$ cat src/rtl/timer_pkg.sv
// package for the 16-bit event-reset timer: register map, control fields, reset values
// assumes a 32-bit apb slave with byte offsets on one word each
package timer_pkg;
    localparam int ADDR_W = 8;
    localparam logic [ADDR_W-1:0] OFS_CTRL = 8'h00;
    localparam logic [ADDR_W-1:0] OFS_LOW = 8'h04;
    localparam logic [ADDR_W-1:0] OFS_HIGH = 8'h08;
    localparam logic [ADDR_W-1:0] OFS_FLAGS = 8'h0c;
    localparam logic [ADDR_W-1:0] OFS_ENABLES = 8'h10;
    localparam logic [ADDR_W-1:0] OFS_PRIORITY = 8'h14;
    localparam logic [ADDR_W-1:0] OFS_CONFIG = 8'h18;
    localparam logic [7:0] CTRL_RESET = 8'h00;
    localparam logic [7:0] CONFIG_RESET = 8'h20;
    localparam logic [7:0] FLAGS_RESET = 8'h00;
    localparam logic [7:0] ENABLES_RESET = 8'h00;
    localparam logic [7:0] PRIORITY_RESET = 8'hff;
    localparam logic [15:0] COUNT_RESET = 16'h0000;
    localparam logic [15:0] COUNT_MAX = 16'hffff;
    localparam int OVF_BIT = 0;
    localparam int LOW_POWER_BIT = 5;
    localparam logic [3:0] COMPARE_MODE_TRIGGER = 4'hb;
    typedef struct packed {
        logic wideAccessEnable;
        logic sysclkFromCrystalStatus;
        logic [1:0] prescaleSelect;
        logic crystalOscEnable;
        logic extClockSyncDisable;
        logic clockSourceSelect;
        logic counterRun;
    } timer_control_t;
endpackage : timer_pkg

$ cat src/rtl/event_timer.sv
// 16-bit up-counter with overflow flag, compare-trigger reset and buffered wide access
// assumes an apb4 master on ref_clk and compare-unit signals on the same clock
`timescale 1ns/1ps
`default_nettype none
module event_timer
    import timer_pkg::*;
(
    input wire logic ref_clk,
    input wire logic rst,
    input wire logic psel,
    input wire logic penable,
    input wire logic pwrite,
    input wire logic [ADDR_W-1:0] paddr,
    input wire logic [31:0] pwdata,
    input wire logic [3:0] pstrb,
    output logic [31:0] prdata,
    output logic pready,
    output logic pslverr,
    input wire logic extClockPin,
    input wire logic crystalClockPin,
    input wire logic [3:0] compareMode,
    input wire logic compareTrigger,
    input wire logic adcEnabled,
    input wire logic sysclkFromCrystal,
    input wire logic sleepActive,
    output logic adcStart,
    output logic irqRequest,
    output logic irqHighPriority,
    output logic crystalOscOn,
    output logic crystalLowPowerOn
);
    timer_control_t ctrl_r;
    logic [15:0] count_r;
    logic [7:0] highBuf_r, config_r;
    logic [2:0] presc_r;
    logic flag_r, enable_r, priority_r;
    logic [31:0] prdata_r;
    logic pready_r, pslverr_r, adcStart_r, irqRequest_r, lowPower_r;
    logic extRise, xtalRise;

    pin_sync u_ext_sync (
        .ref_clk(ref_clk),
        .rst(rst),
        .pin(extClockPin),
        .rise(extRise)
    );
    pin_sync u_xtal_sync (
        .ref_clk(ref_clk),
        .rst(rst),
        .pin(crystalClockPin),
        .rise(xtalRise)
    );

    logic setupRd, accessWr, hit, lowWr, highWr, countWr, flagWr;
    assign setupRd = psel & ~penable & ~pwrite;
    assign accessWr = psel & penable & pready_r & pwrite & pstrb[0];
    assign hit = (paddr == OFS_CTRL) | (paddr == OFS_LOW) | (paddr == OFS_HIGH)
        | (paddr == OFS_FLAGS) | (paddr == OFS_ENABLES) | (paddr == OFS_PRIORITY)
        | (paddr == OFS_CONFIG);
    assign lowWr = accessWr & (paddr == OFS_LOW);
    assign highWr = accessWr & (paddr == OFS_HIGH);
    assign countWr = lowWr | (highWr & ~ctrl_r.wideAccessEnable);
    assign flagWr = accessWr & (paddr == OFS_FLAGS);

    // count source and prescaler
    logic srcEdge, countEvt, tick, trigReset, overflow;
    logic [2:0] prescLimit;
    assign srcEdge = ctrl_r.clockSourceSelect
        ? (ctrl_r.crystalOscEnable ? xtalRise : extRise) : 1'b1;
    assign countEvt = ctrl_r.counterRun & srcEdge;
    assign prescLimit = {&ctrl_r.prescaleSelect, ctrl_r.prescaleSelect[1],
        |ctrl_r.prescaleSelect};
    assign tick = countEvt & (presc_r == prescLimit);
    // unsynchronised external counting cannot honour the trigger reset reliably, so it is dropped
    assign trigReset = (compareMode == COMPARE_MODE_TRIGGER) & compareTrigger
        & ~(ctrl_r.clockSourceSelect & ctrl_r.extClockSyncDisable);
    assign overflow = tick & (count_r == COUNT_MAX) & ~countWr & ~trigReset;

    always_ff @(posedge ref_clk) begin
        if (rst) begin
            presc_r <= 3'h0;
        end else if (lowWr) begin
            presc_r <= 3'h0;
        end else if (countEvt) begin
            presc_r <= tick ? 3'h0 : presc_r + 3'h1;
        end
    end

    always_ff @(posedge ref_clk) begin
        if (rst) begin
            count_r <= COUNT_RESET;
        end else if (lowWr) begin
            if (ctrl_r.wideAccessEnable) begin
                count_r <= {highBuf_r, pwdata[7:0]};
            end else begin
                count_r[7:0] <= pwdata[7:0];
            end
        end else if (highWr & ~ctrl_r.wideAccessEnable) begin
            count_r[15:8] <= pwdata[7:0];
        end else if (trigReset) begin
            count_r <= COUNT_RESET;
        end else if (tick) begin
            count_r <= count_r + 16'h0001;
        end
    end

    // snapshot is taken in the setup cycle so the read data and the buffer match exactly
    always_ff @(posedge ref_clk) begin
        if (rst) begin
            highBuf_r <= 8'h00;
        end else if (highWr & ctrl_r.wideAccessEnable) begin
            highBuf_r <= pwdata[7:0];
        end else if (setupRd & (paddr == OFS_LOW) & ctrl_r.wideAccessEnable) begin
            highBuf_r <= count_r[15:8];
        end
    end

    always_ff @(posedge ref_clk) begin
        if (rst) begin
            flag_r <= FLAGS_RESET[OVF_BIT];
        end else begin
            flag_r <= overflow | (flagWr ? pwdata[OVF_BIT] : flag_r);
        end
    end

    always_ff @(posedge ref_clk) begin
        if (rst) begin
            ctrl_r <= timer_control_t'(CTRL_RESET);
            enable_r <= ENABLES_RESET[OVF_BIT];
            priority_r <= PRIORITY_RESET[OVF_BIT];
            config_r <= CONFIG_RESET;
        end else if (accessWr) begin
            if (paddr == OFS_CTRL) begin
                ctrl_r <= timer_control_t'(pwdata[7:0]);
            end
            if (paddr == OFS_ENABLES) begin
                enable_r <= pwdata[OVF_BIT];
            end
            if (paddr == OFS_PRIORITY) begin
                priority_r <= pwdata[OVF_BIT];
            end
            if (paddr == OFS_CONFIG) begin
                config_r <= pwdata[7:0];
            end
        end
    end

    always_ff @(posedge ref_clk) begin
        if (rst) begin
            adcStart_r <= 1'b0;
            irqRequest_r <= 1'b0;
            lowPower_r <= 1'b0;
        end else begin
            adcStart_r <= trigReset & adcEnabled;
            irqRequest_r <= flag_r & enable_r;
            lowPower_r <= sleepActive & ~config_r[LOW_POWER_BIT];
        end
    end

    // apb: zero-wait data phase, answer registered in the setup cycle
    logic [7:0] rdByte;
    always_comb begin
        rdByte = 8'h00;
        case (paddr)
            OFS_CTRL: rdByte = {ctrl_r.wideAccessEnable, sysclkFromCrystal, ctrl_r[5:0]};
            OFS_LOW: rdByte = count_r[7:0];
            OFS_HIGH: rdByte = ctrl_r.wideAccessEnable ? highBuf_r : count_r[15:8];
            OFS_FLAGS: rdByte = {7'h00, flag_r};
            OFS_ENABLES: rdByte = {7'h00, enable_r};
            OFS_PRIORITY: rdByte = {7'h00, priority_r};
            OFS_CONFIG: rdByte = config_r;
            default: rdByte = 8'h00;
        endcase
    end

    always_ff @(posedge ref_clk) begin
        if (rst) begin
            pready_r <= 1'b0;
            pslverr_r <= 1'b0;
            prdata_r <= 32'h0;
        end else begin
            pready_r <= psel & ~penable;
            if (psel & ~penable) begin
                pslverr_r <= ~hit;
                prdata_r <= pwrite ? 32'h0 : {24'h0, rdByte};
            end
        end
    end

    assign prdata = prdata_r;
    assign pready = pready_r;
    assign pslverr = pslverr_r;
    assign adcStart = adcStart_r;
    assign irqRequest = irqRequest_r;
    assign irqHighPriority = priority_r;
    assign crystalOscOn = ctrl_r.crystalOscEnable;
    assign crystalLowPowerOn = lowPower_r;
endmodule : event_timer
`default_nettype wire

$ cat src/rtl/pin_sync.sv
// three-flop input synchroniser with agreement filter and rising-edge pulse
// assumes pin is asynchronous to ref_clk
`timescale 1ns/1ps
`default_nettype none
module pin_sync (
    input wire logic ref_clk,
    input wire logic rst,
    input wire logic pin,
    output logic rise
);
    logic ff1_r, ff2_r, ff3_r, stable_r;
    always_ff @(posedge ref_clk) begin
        if (rst) begin
            ff1_r <= 1'b0;
            ff2_r <= 1'b0;
            ff3_r <= 1'b0;
        end else begin
            ff1_r <= pin;
            ff2_r <= ff1_r;
            ff3_r <= ff2_r;
        end
    end
    // a change counts only once stages two and three agree
    always_ff @(posedge ref_clk) begin
        if (rst) begin
            stable_r <= 1'b0;
        end else if (ff2_r == ff3_r) begin
            stable_r <= ff3_r;
        end
    end
    assign rise = (ff2_r == ff3_r) & ff3_r & ~stable_r;
endmodule : pin_sync
`default_nettype wire

$ cat config.mk
export PLATFORM = sky130hd
export DESIGN_NAME = event_timer
export DESIGN_NICKNAME = d
export VERILOG_FILES = /design/src/rtl/timer_pkg.sv /design/src/rtl/event_timer.sv /design/src/rtl/pin_sync.sv
export SDC_FILE = /design/constraint.sdc
export NUM_CORES = 1
export LEC_CHECK = 0
export ABC_AREA = 0
export BUFFER_PORTS_ARGS = -buffer_cell sky130_fd_sc_hd__buf_2
export CORE_MARGIN = 2
export CORE_UTILIZATION = 45
export CTS_CLUSTER_DIAMETER = 60
export DETAILED_ROUTE_END_ITERATION = 8
export PLACE_DENSITY = 0.7
export SLEW_MARGIN = 20
export SYNTH_ARGS = -nofsm -noshare
export SYNTH_HDL_FRONTEND = slang
export SYNTH_HIERARCHICAL = 1
export SYNTH_SLANG_ARGS = --single-unit
$ cat constraint.sdc
create_clock -name ref_clk -period 5 [get_ports ref_clk]
set_clock_uncertainty 0.15 [all_clocks]
set_input_delay 0.25 -clock ref_clk [delete_from_list [all_inputs] [get_ports ref_clk]]
set_output_delay 0.25 -clock ref_clk [all_outputs]
set_load 0.05 [all_outputs]
# Yosys cells after proc, flatten, opt, wreduce, memory -nomap -nowiden
# Index checks and enable logic that the tools add are counted.
classes:
  bitwise_logic: 46
  n_eq_ne: 12
  mux: 14
  reduce_logical: 12
  n_addsub: 2
op_table:
  columns: ["operator", "n"]
  rows:
  - ["one-hot mux 8 bit (7 select lines)", 1]
  - ["two-way mux 16 bit", 3]
  - ["two-way mux 8 bit", 6]
  - ["AND 1 bit", 28]
  - ["== test 8 x 5 -> 1 bit, second input constant", 3]
  - ["adder 16 x 1 -> 16 bit, second input constant", 1]
  - ["== test 16 bit, second input constant", 1]
  - ["== test 8 x 4 -> 1 bit, second input constant", 2]
  - ["AND reduction 2 bit", 6]
  - ["NOT 1 bit", 10]
  - ["== test 8 x 3 -> 1 bit, second input constant", 1]
  - ["zero test 8 bit", 1]
  - ["OR 1 bit", 8]
  - ["== test 4 bit, second input constant", 1]
  - ["nonzero test 4 bit", 1]
  - ["OR reduction 2 bit", 2]
  - ["adder 3 x 1 -> 3 bit, second input constant", 1]
  - ["== test 3 bit", 1]
  - ["two-way mux 1 bit", 3]
  - ["two-way mux 3 bit", 1]
  - ["nonzero test 3 bit", 1]
  - ["== test 1 bit", 2]
  - ["!= test 2 bit, second input constant", 1]
  - ["nonzero test 2 bit", 1]
totals:
  output_inout_bits: 39
  regBits: 90

# Longest topological paths before layout
# Gate-level depths: netlist of run 1.
logic_depth:
  word_depth: 11
  mapped_depth: 8
  ltp_nobuf: 7

# Cells and area by module
# The synthesis of run 1 kept the hierarchy.
by_module_without_submodules:
  columns: ["module", "area_each_um2", "seq_area_each_um2", "cells_each", "instances"]
  rows:
  - ["event_timer", 3527.1, 1161.1, 411, 1]
  - ["pin_sync", 131.4, 80.1, 11, 2]

# Least setup slack after synthesis of run 1
# No wires, ideal clock.
synth_timing:
  kind: "reg-to-reg"
  from: "register ctrl_r (netlist bit crystalOscOn)"
  to: "register count_r[1]"
  setup_ps: 95
  stages_incl_launch_ff: 7
  setup_slack_ps: 2786
  path_buffers: 1
  arrival_time_ps: 1968
  cell_sequence: "dfxtp_1 mux2_1 o21a_1 o21ai_2 clkbuf_1 o21ai_0 a221oi_1"
synth_between:
  elab_chain_len: 6
synth_rtl:
  columns: ["item", "line_no", "source"]
  rows:
  - ["start, declared", "event_timer.sv:32", "timer_control_t ctrl_r;"]
  - ["start signal, assigned", "event_timer.sv:128", "ctrl_r <= timer_control_t'(CTRL_RESET);"]
  - ["start signal, assigned", "event_timer.sv:134", "ctrl_r <= timer_control_t'(pwdata[7:0]);"]
  - ["two-way mux 1 bit (2 in series)", "event_timer.sv:69", "? (ctrl_r.crystalOscEnable ? xtalRise : extRise) : 1'b1;"]
  - ["AND 1 bit", "event_timer.sv:70", "assign countEvt = ctrl_r.counterRun & srcEdge;"]
  - ["AND 1 bit", "event_timer.sv:73", "assign tick = countEvt & (presc_r == prescLimit);"]
  - ["nonzero test 3 bit (no source line)", null, null]
  - ["AND reduction 2 bit (no source line)", null, null]
  - ["end signal, assigned", "event_timer.sv:94", "count_r <= {highBuf_r, pwdata[7:0]};"]
  - ["end signal, assigned", "event_timer.sv:96", "count_r[7:0] <= pwdata[7:0];"]
  - ["end signal, assigned", "event_timer.sv:103", "count_r <= count_r + 16'h0001;"]
  - ["end, declared", "event_timer.sv:33", "logic [15:0] count_r;"]
# No other way between the ends.
# A chain may end at the register's enable or synchronous reset.

# Worst setup path after layout of run 1
layout_timing:
  from: "register ctrl_r[7] (netlist bit)"
  to: "register count_r[6]"
layout_between:
  elab_chain_len: 4
layout_rtl:
  columns: ["item", "line_no", "source"]
  rows:
  - ["NOT 1 bit", "event_timer.sv:98", "end else if (highWr & ~ctrl_r.wideAccessEnable) begin"]
  - ["AND 1 bit", "event_timer.sv:98", null]
  - ["!= test 2 bit (no source line)", null, null]
  - ["AND reduction 2 bit (no source line)", null, null]
# No other way between the ends.

==> summary.md, run 1 <==
| Metric | Value |
|---|---|
| Worst Path Required | 5100 ps |
| First drt pass iteration count | 6 |
| Hold Vio Cnt, Final | 0 |
| TritonCTS clock tree | yes |
| Post-route insts no fill | 578 |
| Layout cells sized above 1 | 0.169 |
| CP endpoint kind | register |
| Detailed-route via count | roughly 3,500 |
| I/O Pins | slightly below 100 |
| Unrepaired setup endpoints after global routing | no |
| Number of clock sinks | 66 |
| Die Y | 95.8 um |
| R2R depth | 5 |
| Num CTS Buffers | 9 |
| Drt total wl | around 10 mm |
| Area growth, synth to finish | 10.8% |
| Setup slack, reg-to-reg | between 2000 and 2500 ps |
| Register area share after synthesis | 0.349 |
| Worst slew margin | 0.265 |
| Final net count | between 500 and 600 |
| Yosys top cell by area | dfxtp_1 |
| Hold_ws | between 50 and 60 ps |
| Setup total negative slack | 0 ps |
| Fmax | approximately 0.37 GHz |
| Initial antenna violation count | 0 |
| Post-DRT Antenna Nets | 0 |
| Die area | about 9200 um2 |
| Post-synth top area share | 0.349 |
| Number of flops mapped to enable cells by yosys | 0 |
| Maximum fanout along the worst path | 14 |
| GRT Resource Usage Total | 0.235 |
| Largest cells by area after synthesis | dfxtp_1 (35%), mux2i_1 (8.7%), buf_4 (5.2%) |
| Largest net degree at the start of global routing | 46 |
| PD cells | ~260 nW/um2 |
| Die width | roughly 96 um |
| Status | complete, no violations |
| Synthesis warning total | 6 |
| Routability cong. | between 0.9 and 1 |
| CTS H-tree lvls | 3 |
| P_leak | around 0.0016 uW |
| CP arrival | about 2800 ps |
| Worst reg2reg endpoint | count_r[6]$_SDFFE_PP0P_ |
| Clock period minus worst slack | 2730 ps |
| Synth cell count leaders | dfxtp_1 (66), nor2_1 (48), mux2i_1 (33) |
| Drc violations | 0 |
| Avg WL per Cell | between 15 and 20 um |
| First-pass GRT wire length | roughly 16 mm |
| Cells after synthesis | between 400 and 500 |
| Core Rows | 33 |
| Hold Startpoint | pwdata[7] |
| Starting Density | 0.464 |
| Vias/cell | a little over 6 |
| Clock Tree Buf Depth | 2 |
| Buf+Inv Stages, Crit Path | 0 |
| GRT overflow | 0 |
| Endpoints failing setup | 0 |
| Worst slew pin tran | between 1000 and 1500 ps |
| Ys flop type | dfxtp_1 |
| Core region area | just over 8000 um2 |
| Peak supply drop | between 0.15 and 0.2 mV |
| Clock root buffer | clkbuf_8 |
| Crit-path cells | nor4bb_1, nand2_1, nor2_1, a22oi_1, a221oi_1 |
| Crit path max-delay family | simple AND/OR/NAND/NOR gates |
| Dpl hpwl | slightly above 7 mm |
| RR Startpoint | ctrl_r[7]$_SDFFE_PP0P_ |
| Max Slew Vio Count | 0 |
| Port-buffer cells | 46 |
| Post-Syn Area | roughly 3800 um2 |
| Clock-pin slew on the worst setup and hold paths | 80 ps |
| Hold Crit Depth | 3 |
| Max-cap viol count | 0 |
| CP peak stage delay | roughly 840 ps |
| Diode count | 0 |
| Crit start category | register |
| Avg Cell Area, Syn | between 8 and 9 um2 |
| Slowest cell on the critical path | nor2_1 |
| Worst-skew pair later-pin latency | about 360 ps |
| Number of global-route vias before repair | 3,152 |
| Worst hold path class | in -> reg |
| Post-CTS setup repair buffer count | 0 |
| Hold buffer count at cts | 4 |
| Post-synth cell types | 66 |
| Post-cts resize count | 0 |
| Layout Utilization | 0.514 |
| Hold EP | config_r[7]$_SDFFE_PP0P_ |
| Placed Instances | 558 |
| First-iteration detailed-routing DRC count | ~320 |
| Most common cell in the synthesized netlist | dfxtp_1 |
| Tcrit/Tclk final | 0.547 |
| Critical path class | reg -> reg |
| Synth async-reset ratio | 0 |
| Post-synthesis register bit count | 66 |
cells in the final DEF (no fill, tap or decap), types with 5 or more instances in the layout:
cell type / instances
nor3_1: 9
and3_1: 7
a22oi_1: 7
a221oi_1: 8
dfxtp_1: 66
conb_1: 24
nand3_1: 10
o21ai_1: 6
mux2_2: 5
nor2b_1: 10
and2_1: 8
o21ai_0: 10
a211oi_1: 17
nand4_1: 9
a21oi_1: 10
and4_1: 6
nand2_1: 20
clkbuf_8: 9
inv_1: 10
nor2_1: 48
a222oi_1: 7
buf_2: 46
a2bb2oi_1: 9
mux2i_1: 33
routing by layer:
metal	wire, um	global-route usage
met2	4530	0.351
met5	0	0
met3	888	0.0564
met4	287	0.0940
met1	4570	0.326
sequential cells by signal, indices dropped and copies added (netlist names), 3 cells and up:
signal     cells
config_r       8
count_r       16
ctrl_r         6
highBuf_r      8
prdata         8
presc_r        3
report_power, final:
part,internal [uW],switching (uW),leakage (uW)
logic,23.7,79.1,0.000959
registers,530,3.75,0.000533
clock network,233,230,0.0000956
worst min-delay path, delay by kind of cell:
kind          cells  cell delay [ps]
buf+inv           1              130
mux               1               80
simple gates      1               70
cell families after synthesis:
kind of cell | Yosys count | synth area share
xor+xnor | 8 | 0.0185
flops | 66 | 0.349
simple gates | 150 | 0.213
compound gates | 103 | 0.206
buf+inv | 61 | 0.0885
mux | 40 | 0.111
fa+ha+maj | 4 | 0.0132
other cells | 1 | 0.000989
how the worst max path moves through the flow:
stage,depth (start not counted),from,slack [ps],endpoint
finish,5,ctrl_r[7]$_SDFFE_PP0P_,2270,count_r[6]$_SDFFE_PP0P_
floorplan,6,crystalOscOn$_SDFFE_PP0P_,2790,count_r[1]$_SDFFE_PP0P_
global route,5,ctrl_r[7]$_SDFFE_PP0P_,2030,count_r[15]$_SDFFE_PP0P_
detailed placement,6,paddr[4],2340,count_r[2]$_SDFFE_PP0P_
CTS,5,ctrl_r[7]$_SDFFE_PP0P_,2360,count_r[6]$_SDFFE_PP0P_
global placement,6,paddr[4],2370,count_r[9]$_SDFFE_PP0P_
through the flow:
step / setup WS, ps / total power [uW] / area [um2]
floorplan: 2790 / 631 / 3880
global placement: 2370 / 644 / 3960
detailed placement: 2340 / 645 / 3960
CTS: 2360 / 1110 / 4200
global route: 2030 / 1140 / 4200
finish: 2270 / 1100 / 4200
final cells by class:
type / count / area, um2
clock buffers: 9 / 124
clock inverters: 7 / 80.1
fillers: 774 / 3980
inverters: 10 / 37.5
multi-input cells: 329 / 2220
flip-flops and latches: 66 / 1320
well taps: 105 / 131
repair buffers: 52 / 285
(Power assumes the default switching activity.)
==> run 2, diff against run 1 <==
==> constraint.sdc (replaced) <==
create_clock -name ref_clk -period 2.9 [get_ports ref_clk]
set_clock_uncertainty 0.15 [all_clocks]
set_input_delay 0.145 -clock ref_clk [delete_from_list [all_inputs] [get_ports ref_clk]]
set_output_delay 0.145 -clock ref_clk [all_outputs]
set_load 0.05 [all_outputs]
==> summary.md, run 2 (synthesis results as in run 1) <==
| Metric | Value |
|---|---|
| Status | complete, no violations |
| Commonest non-fill, non-tap cell in the layout | dfxtp_1 |
| Worst hold path class | in -> reg |
| PD cells | 424 nW/um2 (+62%) |
| TritonCTS clock tree | yes |
| Post-DRT Antenna Nets | 0 (unchanged) |
| Die area | 9170 um2 (unchanged) |
| R2R depth | 7 (+2) |
| GRT overflow | 0 (unchanged) |
| Vias/cell | 6.04 (-0.93%) |
| RR Startpoint | u_ext_sync/ff2_r$_SDFF_PP0_ |
| GRT Resource Usage Total | 0.241 (+0.00628) |
| Post-route insts no fill | 596 (+3.1%) |
| Area growth, synth to finish | 14.2% |
| Core Rows | 33 (unchanged) |
| Max Slew Vio Count | 0 (unchanged) |
| Max-cap viol count | 0 (unchanged) |
| P_leak | 0.00166 uW (+4.6%) |
| Clock Tree Buf Depth | 2 (unchanged) |
| Worst reg2reg endpoint | count_r[6]$_SDFFE_PP0P_ |
| Total Power | 1830 uW (+67%) |
| Starting Density | 0.464 (unchanged) |
| Layout cells sized above 1 | 0.185 (+0.0162) |
| Unrepaired setup endpoints after global routing | no |
| Num CTS Buffers | 9 (unchanged) |
| Port-buffer cells | 46 (unchanged) |
| Fmax | 0.409 GHz (+12%) |
| Max FFs per register | 16 (unchanged) |
| Avg WL per Cell | 17.9 um (+0.51%) |
| CTS H-tree lvls | 3 (unchanged) |
| First drt pass iteration count | 7 (+1) |
| Drc violations | 0 (unchanged) |
| Die Y | 95.8 um (unchanged) |
| Initial antenna violation count | 0 (unchanged) |
| Detailed-route via count | 3,602 (+2.2%) |
| Largest net degree at the start of global routing | 41 (-11%) |
| Peak supply drop | 0.313 mV (+100%) |
| Core region area | 8180 um2 (unchanged) |
| Hold Startpoint | pwdata[0] |
| Critical path class | reg -> reg |
| CP arrival | 2500 ps (-340 ps) |
| Worst-skew pair later-pin latency | 360 ps (about the same) |
| Worst slew margin | 0.436 (+0.171) |
| Number of clock sinks | 66 (unchanged) |
| Diode count | 0 (unchanged) |
| Clock-pin slew on the worst setup and hold paths | 80 ps (about the same) |
| Setup slack, reg-to-reg | 450 ps (-1810 ps) |
| Crit start category | register |
| Clock root buffer | clkbuf_8 |
| Worst slew pin tran | 843 ps (-255 ps) |
| Clock period minus worst slack | 2450 ps (-288 ps) |
| First-pass GRT wire length | 16.8 mm (+3.4%) |
| Hold EP | count_r[8]$_SDFFE_PP0P_ |
| Final net count | 549 (+3.4%) |
| Drt total wl | 10.7 mm (+3.6%) |
| I/O Pins | 98 (unchanged) |
| Worst Path Required | 2950 ps (-2150 ps) |
| First-iteration detailed-routing DRC count | 408 (+26%) |
| Tcrit/Tclk final | 0.843 (+0.297) |
| Post-CTS setup repair buffer count | 0 (unchanged) |
| Top reg by flops | count_r |
| Setup total negative slack | 0 ps (unchanged) |
| Die width | 95.8 um (unchanged) |
| Hold Crit Depth | 3 (unchanged) |
| Routability cong. | 0.938 (-0.12%) |
| Dpl hpwl | 7.42 mm (+4.2%) |
| Most frequent cells in the layout | dfxtp_1 (66), nor2_1 (48), buf_2 (46), mux2i_1 (33), conb_1 (24) |
| Hold Vio Cnt, Final | 0 (unchanged) |
| Hold_ws | 15.7 ps (-42.6 ps) |
| Placed Instances | 569 (+2.0%) |
| Endpoints failing setup | 0 (unchanged) |
| CP endpoint kind | register |
| Number of global-route vias before repair | 3,335 (+5.8%) |
| Maximum fanout along the worst path | 9 (-5) |
[run 2: cell count changes in the layout (fill, tap and decap cells not counted), sizes merged]
cell,delta
buf,+11
dlygate4sd3,+7
clkinv,-2
bufinv,-1
clkbuf,+1
clkinvlp,+1
inv,+1
[run 2: layout make-up]
class | count | area, um2
clock buffer | 10 | 138
clock inverter | 6 | 41.3
fill | 772 | 3850
inverter | 10 | 37.5
multi-input combinational | 329 | 2220
sequential | 66 | 1320
tap | 105 | 131
timing repair buffer | 70 | 438
[run 2: routing by layer]
| metal | wire length (um) | vias to the layer above | track usage |
|---|---|---|---|
| met5 | 0 | - | 0 |
| met4 | 266 | 0 | 0.0917 |
| met3 | 781 | 29 | 0.0478 |
| met2 | 4890 | 189 | 0.392 |
| met1 | 4710 | 1704 | 0.316 |
| li1 | - | 1680 | - |
[run 2: repair_timing]
action / 4_1_cts / 5_1_grt
hold buffers: 11 / 0
endpoints found under the hold margin: 16 / 0
gates resized for setup: 0 / 0
[run 2: how the worst max path moves through the flow]
stage / start / to / slack [ps] / cells past startpoint
detailed placement: paddr[4] / count_r[9]$_SDFFE_PP0P_ / 540 / 6
global placement: u_xtal_sync/ff2_r$_SDFF_PP0_ / count_r[6]$_SDFFE_PP0P_ / 560 / 7
finish: u_ext_sync/ff2_r$_SDFF_PP0_ / count_r[6]$_SDFFE_PP0P_ / 450 / 7
global route: u_ext_sync/ff2_r$_SDFF_PP0_ / count_r[6]$_SDFFE_PP0P_ / 380 / 7
floorplan: crystalOscOn$_SDFFE_PP0P_ / count_r[1]$_SDFFE_PP0P_ / 690 / 6
CTS: u_ext_sync/ff2_r$_SDFF_PP0_ / count_r[6]$_SDFFE_PP0P_ / 530 / 7
[run 2: metrics by stage]
step / utilization / instance area, um2 / worst slack [ps]
2_1_floorplan: - / 3880 / 686
3_3_place_gp: 0.494 / 4040 / 563
3_5_place_dp: 0.494 / 4040 / 545
4_1_cts: 0.529 / 4330 / 526
5_1_grt: 0.529 / 4330 / 384
6_report: 0.529 / 4330 / 455
[run 2: power breakdown]
group | total [uW] | switching (uW) | internal, uW
Sequential | 920 | 6.37 | 913
Clock | 724 | 391 | 333
Combinational | 190 | 140 | 49.6
Total | 1830 | 538 | 1300
[run 2: worst max-delay path, stage by stage, from the launching register on]
cell and delay, ps:
dfxtp_1 320, ha_1 190, nor2b_1 120, mux2_1 290
o21a_1 240, o21a_2 220, o21ai_1 570, a221oi_1 200
==> run 3, diff against run 2 <==
--- a/config.mk
+++ b/config.mk
@@ -11,7 +11,7 @@
 export CORE_UTILIZATION = 45
 export CTS_CLUSTER_DIAMETER = 60
 export DETAILED_ROUTE_END_ITERATION = 8
-export PLACE_DENSITY = 0.7
+export PLACE_DENSITY = 0.72
 export SLEW_MARGIN = 20
 export SYNTH_ARGS = -nofsm -noshare
 export SYNTH_HDL_FRONTEND = slang
==> constraint.sdc (replaced) <==
create_clock -name ref_clk -period 2 [get_ports ref_clk]
set_clock_uncertainty 0.15 [all_clocks]
set_input_delay 0.1 -clock ref_clk [delete_from_list [all_inputs] [get_ports ref_clk]]
set_output_delay 0.1 -clock ref_clk [all_outputs]
set_load 0.05 [all_outputs]
==> summary.md, run 3 (synthesis results as in run 1) <==
| Metric | Value |
|---|---|
| Status | finished with violations |
| Failing checks | negative setup slack |
| Final net count | 602 (+9.7%) |
| Internal power | 1870 uW (+45%) |
| Vias/cell | 5.88 (-2.6%) |
| Clock-pin slew on the worst setup and hold paths | 80 ps (about the same) |
| GR Util met3 | 0.0595 (+0.0117) |
| CTS H-tree lvls | 3 (unchanged) |
| Crit path launch | u_xtal_sync/ff2_r$_SDFF_PP0_ |
| Net Sw Frac | 0.301 (+0.00790) |
| Largest net degree at the start of global routing | 37 (-9.8%) |
| NetSw | 808 uW (+50%) |
| GRT Resource Usage Total | 0.269 (+0.0274) |
| PD cells | 541 nW/um2 (+28%) |
| Crit-path cells | ha_1, nor2b_1, mux2_4, o21a_4, o21a_4, or3_4, a211oi_2 |
| Endpoints failing setup | 10 (+10) |
| Number of global-route vias before repair | 3,598 (+7.9%) |
| Layout cells sized above 1 | 0.318 (+0.133) |
| Critical path class | reg -> reg |
| Clock Tree Buf Depth | 2 (unchanged) |
| Die area | 9170 um2 (unchanged) |
| Area growth, synth to finish | 30.9% |
| Slowest cell on the critical path | dfxtp_2 |
| Clock period minus worst slack | 2070 ps (-375 ps) |
| Tcrit/Tclk final | 1.04 (+0.192) |
| Unrepaired setup endpoints after global routing | yes |
| Clock power frac | 0.388 (-0.007) |
| Detailed-route via count | 3,819 (+6.0%) |
| Grt met1 use | 0.333 (+0.0175) |
| Worst hold path class | in -> reg |
| Post-route insts no fill | 649 (+8.9%) |
| I/O Pins | 98 (unchanged) |
| TritonCTS clock tree | yes |
| Initial antenna violation count | 0 (unchanged) |
| Fmax | 0.483 GHz (+18%) |
| Maximum fanout along the worst path | 4 (-5) |
| Setup WS post-layout | -70.3 ps (-525 ps) |
| Routability cong. | 0.924 (-1.5%) |
| Worst path most repeated cell | o21a_4 |
| Top reg by flops | count_r |
| Num CTS Buffers | 9 (unchanged) |
| Die Y | 95.8 um (unchanged) |
| Max Slew Vio Count | 0 (unchanged) |
| CP peak stage delay | 330 ps (-240 ps) |
| RR Startpoint | u_xtal_sync/ff2_r$_SDFF_PP0_ |
| P_leak | 0.00197 uW (+18%) |
| First drt pass iteration count | 5 (-2) |
| Port-buffer cells | 46 (unchanged) |
| GRT overflow | 0 (unchanged) |
| First-iteration detailed-routing DRC count | 294 (-28%) |
| Starting Density | 0.464 (unchanged) |
| Most frequent cells in the layout | dfxtp_1 (60), buf_4 (56), nor2_1 (48), buf_2 (46), mux2i_1 (31) |
| Number of clock sinks | 66 (unchanged) |
| Met2 Use GR | 0.445 (+0.0530) |
| CP arrival | 2190 ps (-310 ps) |
| Clock root buffer | clkbuf_8 |
| Core region area | 8180 um2 (unchanged) |
| Max FFs per register | 16 (unchanged) |
| Max-cap viol count | 0 (unchanged) |
| Hold Startpoint | paddr[3] |
| Diode count | 0 (unchanged) |
| GRT Max-Usage Layer | met2 |
| Combinational share of power | 0.115 (+0.011) |
| Setup total negative slack | -170 ps (-170 ps) |
| Drt total wl | 11.9 mm (+12%) |
| First-pass GRT wire length | 18.4 mm (+9.6%) |
| Crit start category | register |
| Hold Vio Cnt, Final | 0 (unchanged) |
| CP endpoint kind | register |
| Placed Instances | 613 (+7.7%) |
| Post-DRT Antenna Nets | 0 (unchanged) |
| Worst-skew pair later-pin latency | 360 ps (about the same) |
| Drc violations | 0 (unchanged) |
| Flop pwr share | 0.497 (-0.005) |
| Die width | 95.8 um (unchanged) |
| Worst Path Required | 2120 ps (-830 ps) |
| Core Rows | 33 (unchanged) |
| Dpl hpwl | 8.43 mm (+14%) |
| Avg WL per Cell | 18.4 um (+3.0%) |
| Commonest non-fill, non-tap cell in the layout | dfxtp_1 |
| Peak supply drop | 0.354 mV (+13%) |
[run 3: cell count changes in the layout (fill, tap and decap cells not counted), sizes merged]
cell         previous run  this run
buf                    59       108
clkbuf                 10         9
clkinv                  2         4
clkinvlp                3         1
dlygate4sd3            11        15
inv                    11        12
[run 3: stage by stage]
stage	worst slack, ps	util	area [um2]	total power [uW]	hold WS (ps)
after floorplan	34.8	-	3880	1580	21.6
after global placement	-70.2	0.538	4400	1630	162
after detailed placement	-102	0.538	4400	1640	166
after CTS	-16.1	0.593	4850	2690	3.16
after global routing	-134	0.607	4960	2770	30.2
final	-70.3	0.607	4960	2680	11.4
[run 3: what timing repair did]
| item | 4_1_cts | 5_1_grt |
|---|---|---|
| setup buffers | 3 | 2 |
| hold buffers | 15 | 0 |
| pin swaps | 11 | 17 |
| endpoints found under the hold margin | 40 | 0 |
| gates resized for setup | 24 | 23 |
| gates cloned | 0 | 0 |
| setup endpoints to repair | 22 | 23 |
[run 3: critical path, delay by kind of cell (launching register included)]
| family | cells | cell delay [ps] |
|---|---|---|
| muxes | 1 | 260 |
| DFF | 1 | 330 |
| AOI/OAI and AO/OA | 3 | 620 |
| adders and majority gates | 1 | 180 |
| and+or+nand+nor | 2 | 450 |
[run 3: final timing paths]
check,end,slack (ps),depth (start not counted)
max,presc_r[0]$_SDFFE_PP0P_,-70,7
max reg2reg,presc_r[0]$_SDFFE_PP0P_,-70,7
min reg2reg,u_ext_sync/ff2_r$_SDFF_PP0_,300,1
min,prdata[0]$_SDFFE_PP0P_,10,4
[run 3: metal layers]
metal | vias up | routed length [um]
met3 | 37 | 805
met4 | 0 | 365
met2 | 172 | 5760
met5 | - | 0
li1 | 1786 | -
met1 | 1824 | 5020
[run 3: power by group through the flow]
stage                     combinational (uW)  clock (uW)  sequential, uW
final                                    309        1040            1330
after detailed placement                 274           0            1360
after floorplan                          208           0            1370
after CTS                                302        1050            1330
after global placement                   271           0            1360
after global routing                     328        1110            1330
[run 3: final cells by class]
type / instances / area, um2
Fill cell: 705 / 3220
Multi-Input combinational cell: 329 / 2400
Sequential cell: 66 / 1330
Timing Repair Buffer: 123 / 886
Tap cell: 105 / 131
Clock buffer: 9 / 124
Clock inverter: 7 / 52.6
Inverter: 10 / 37.5
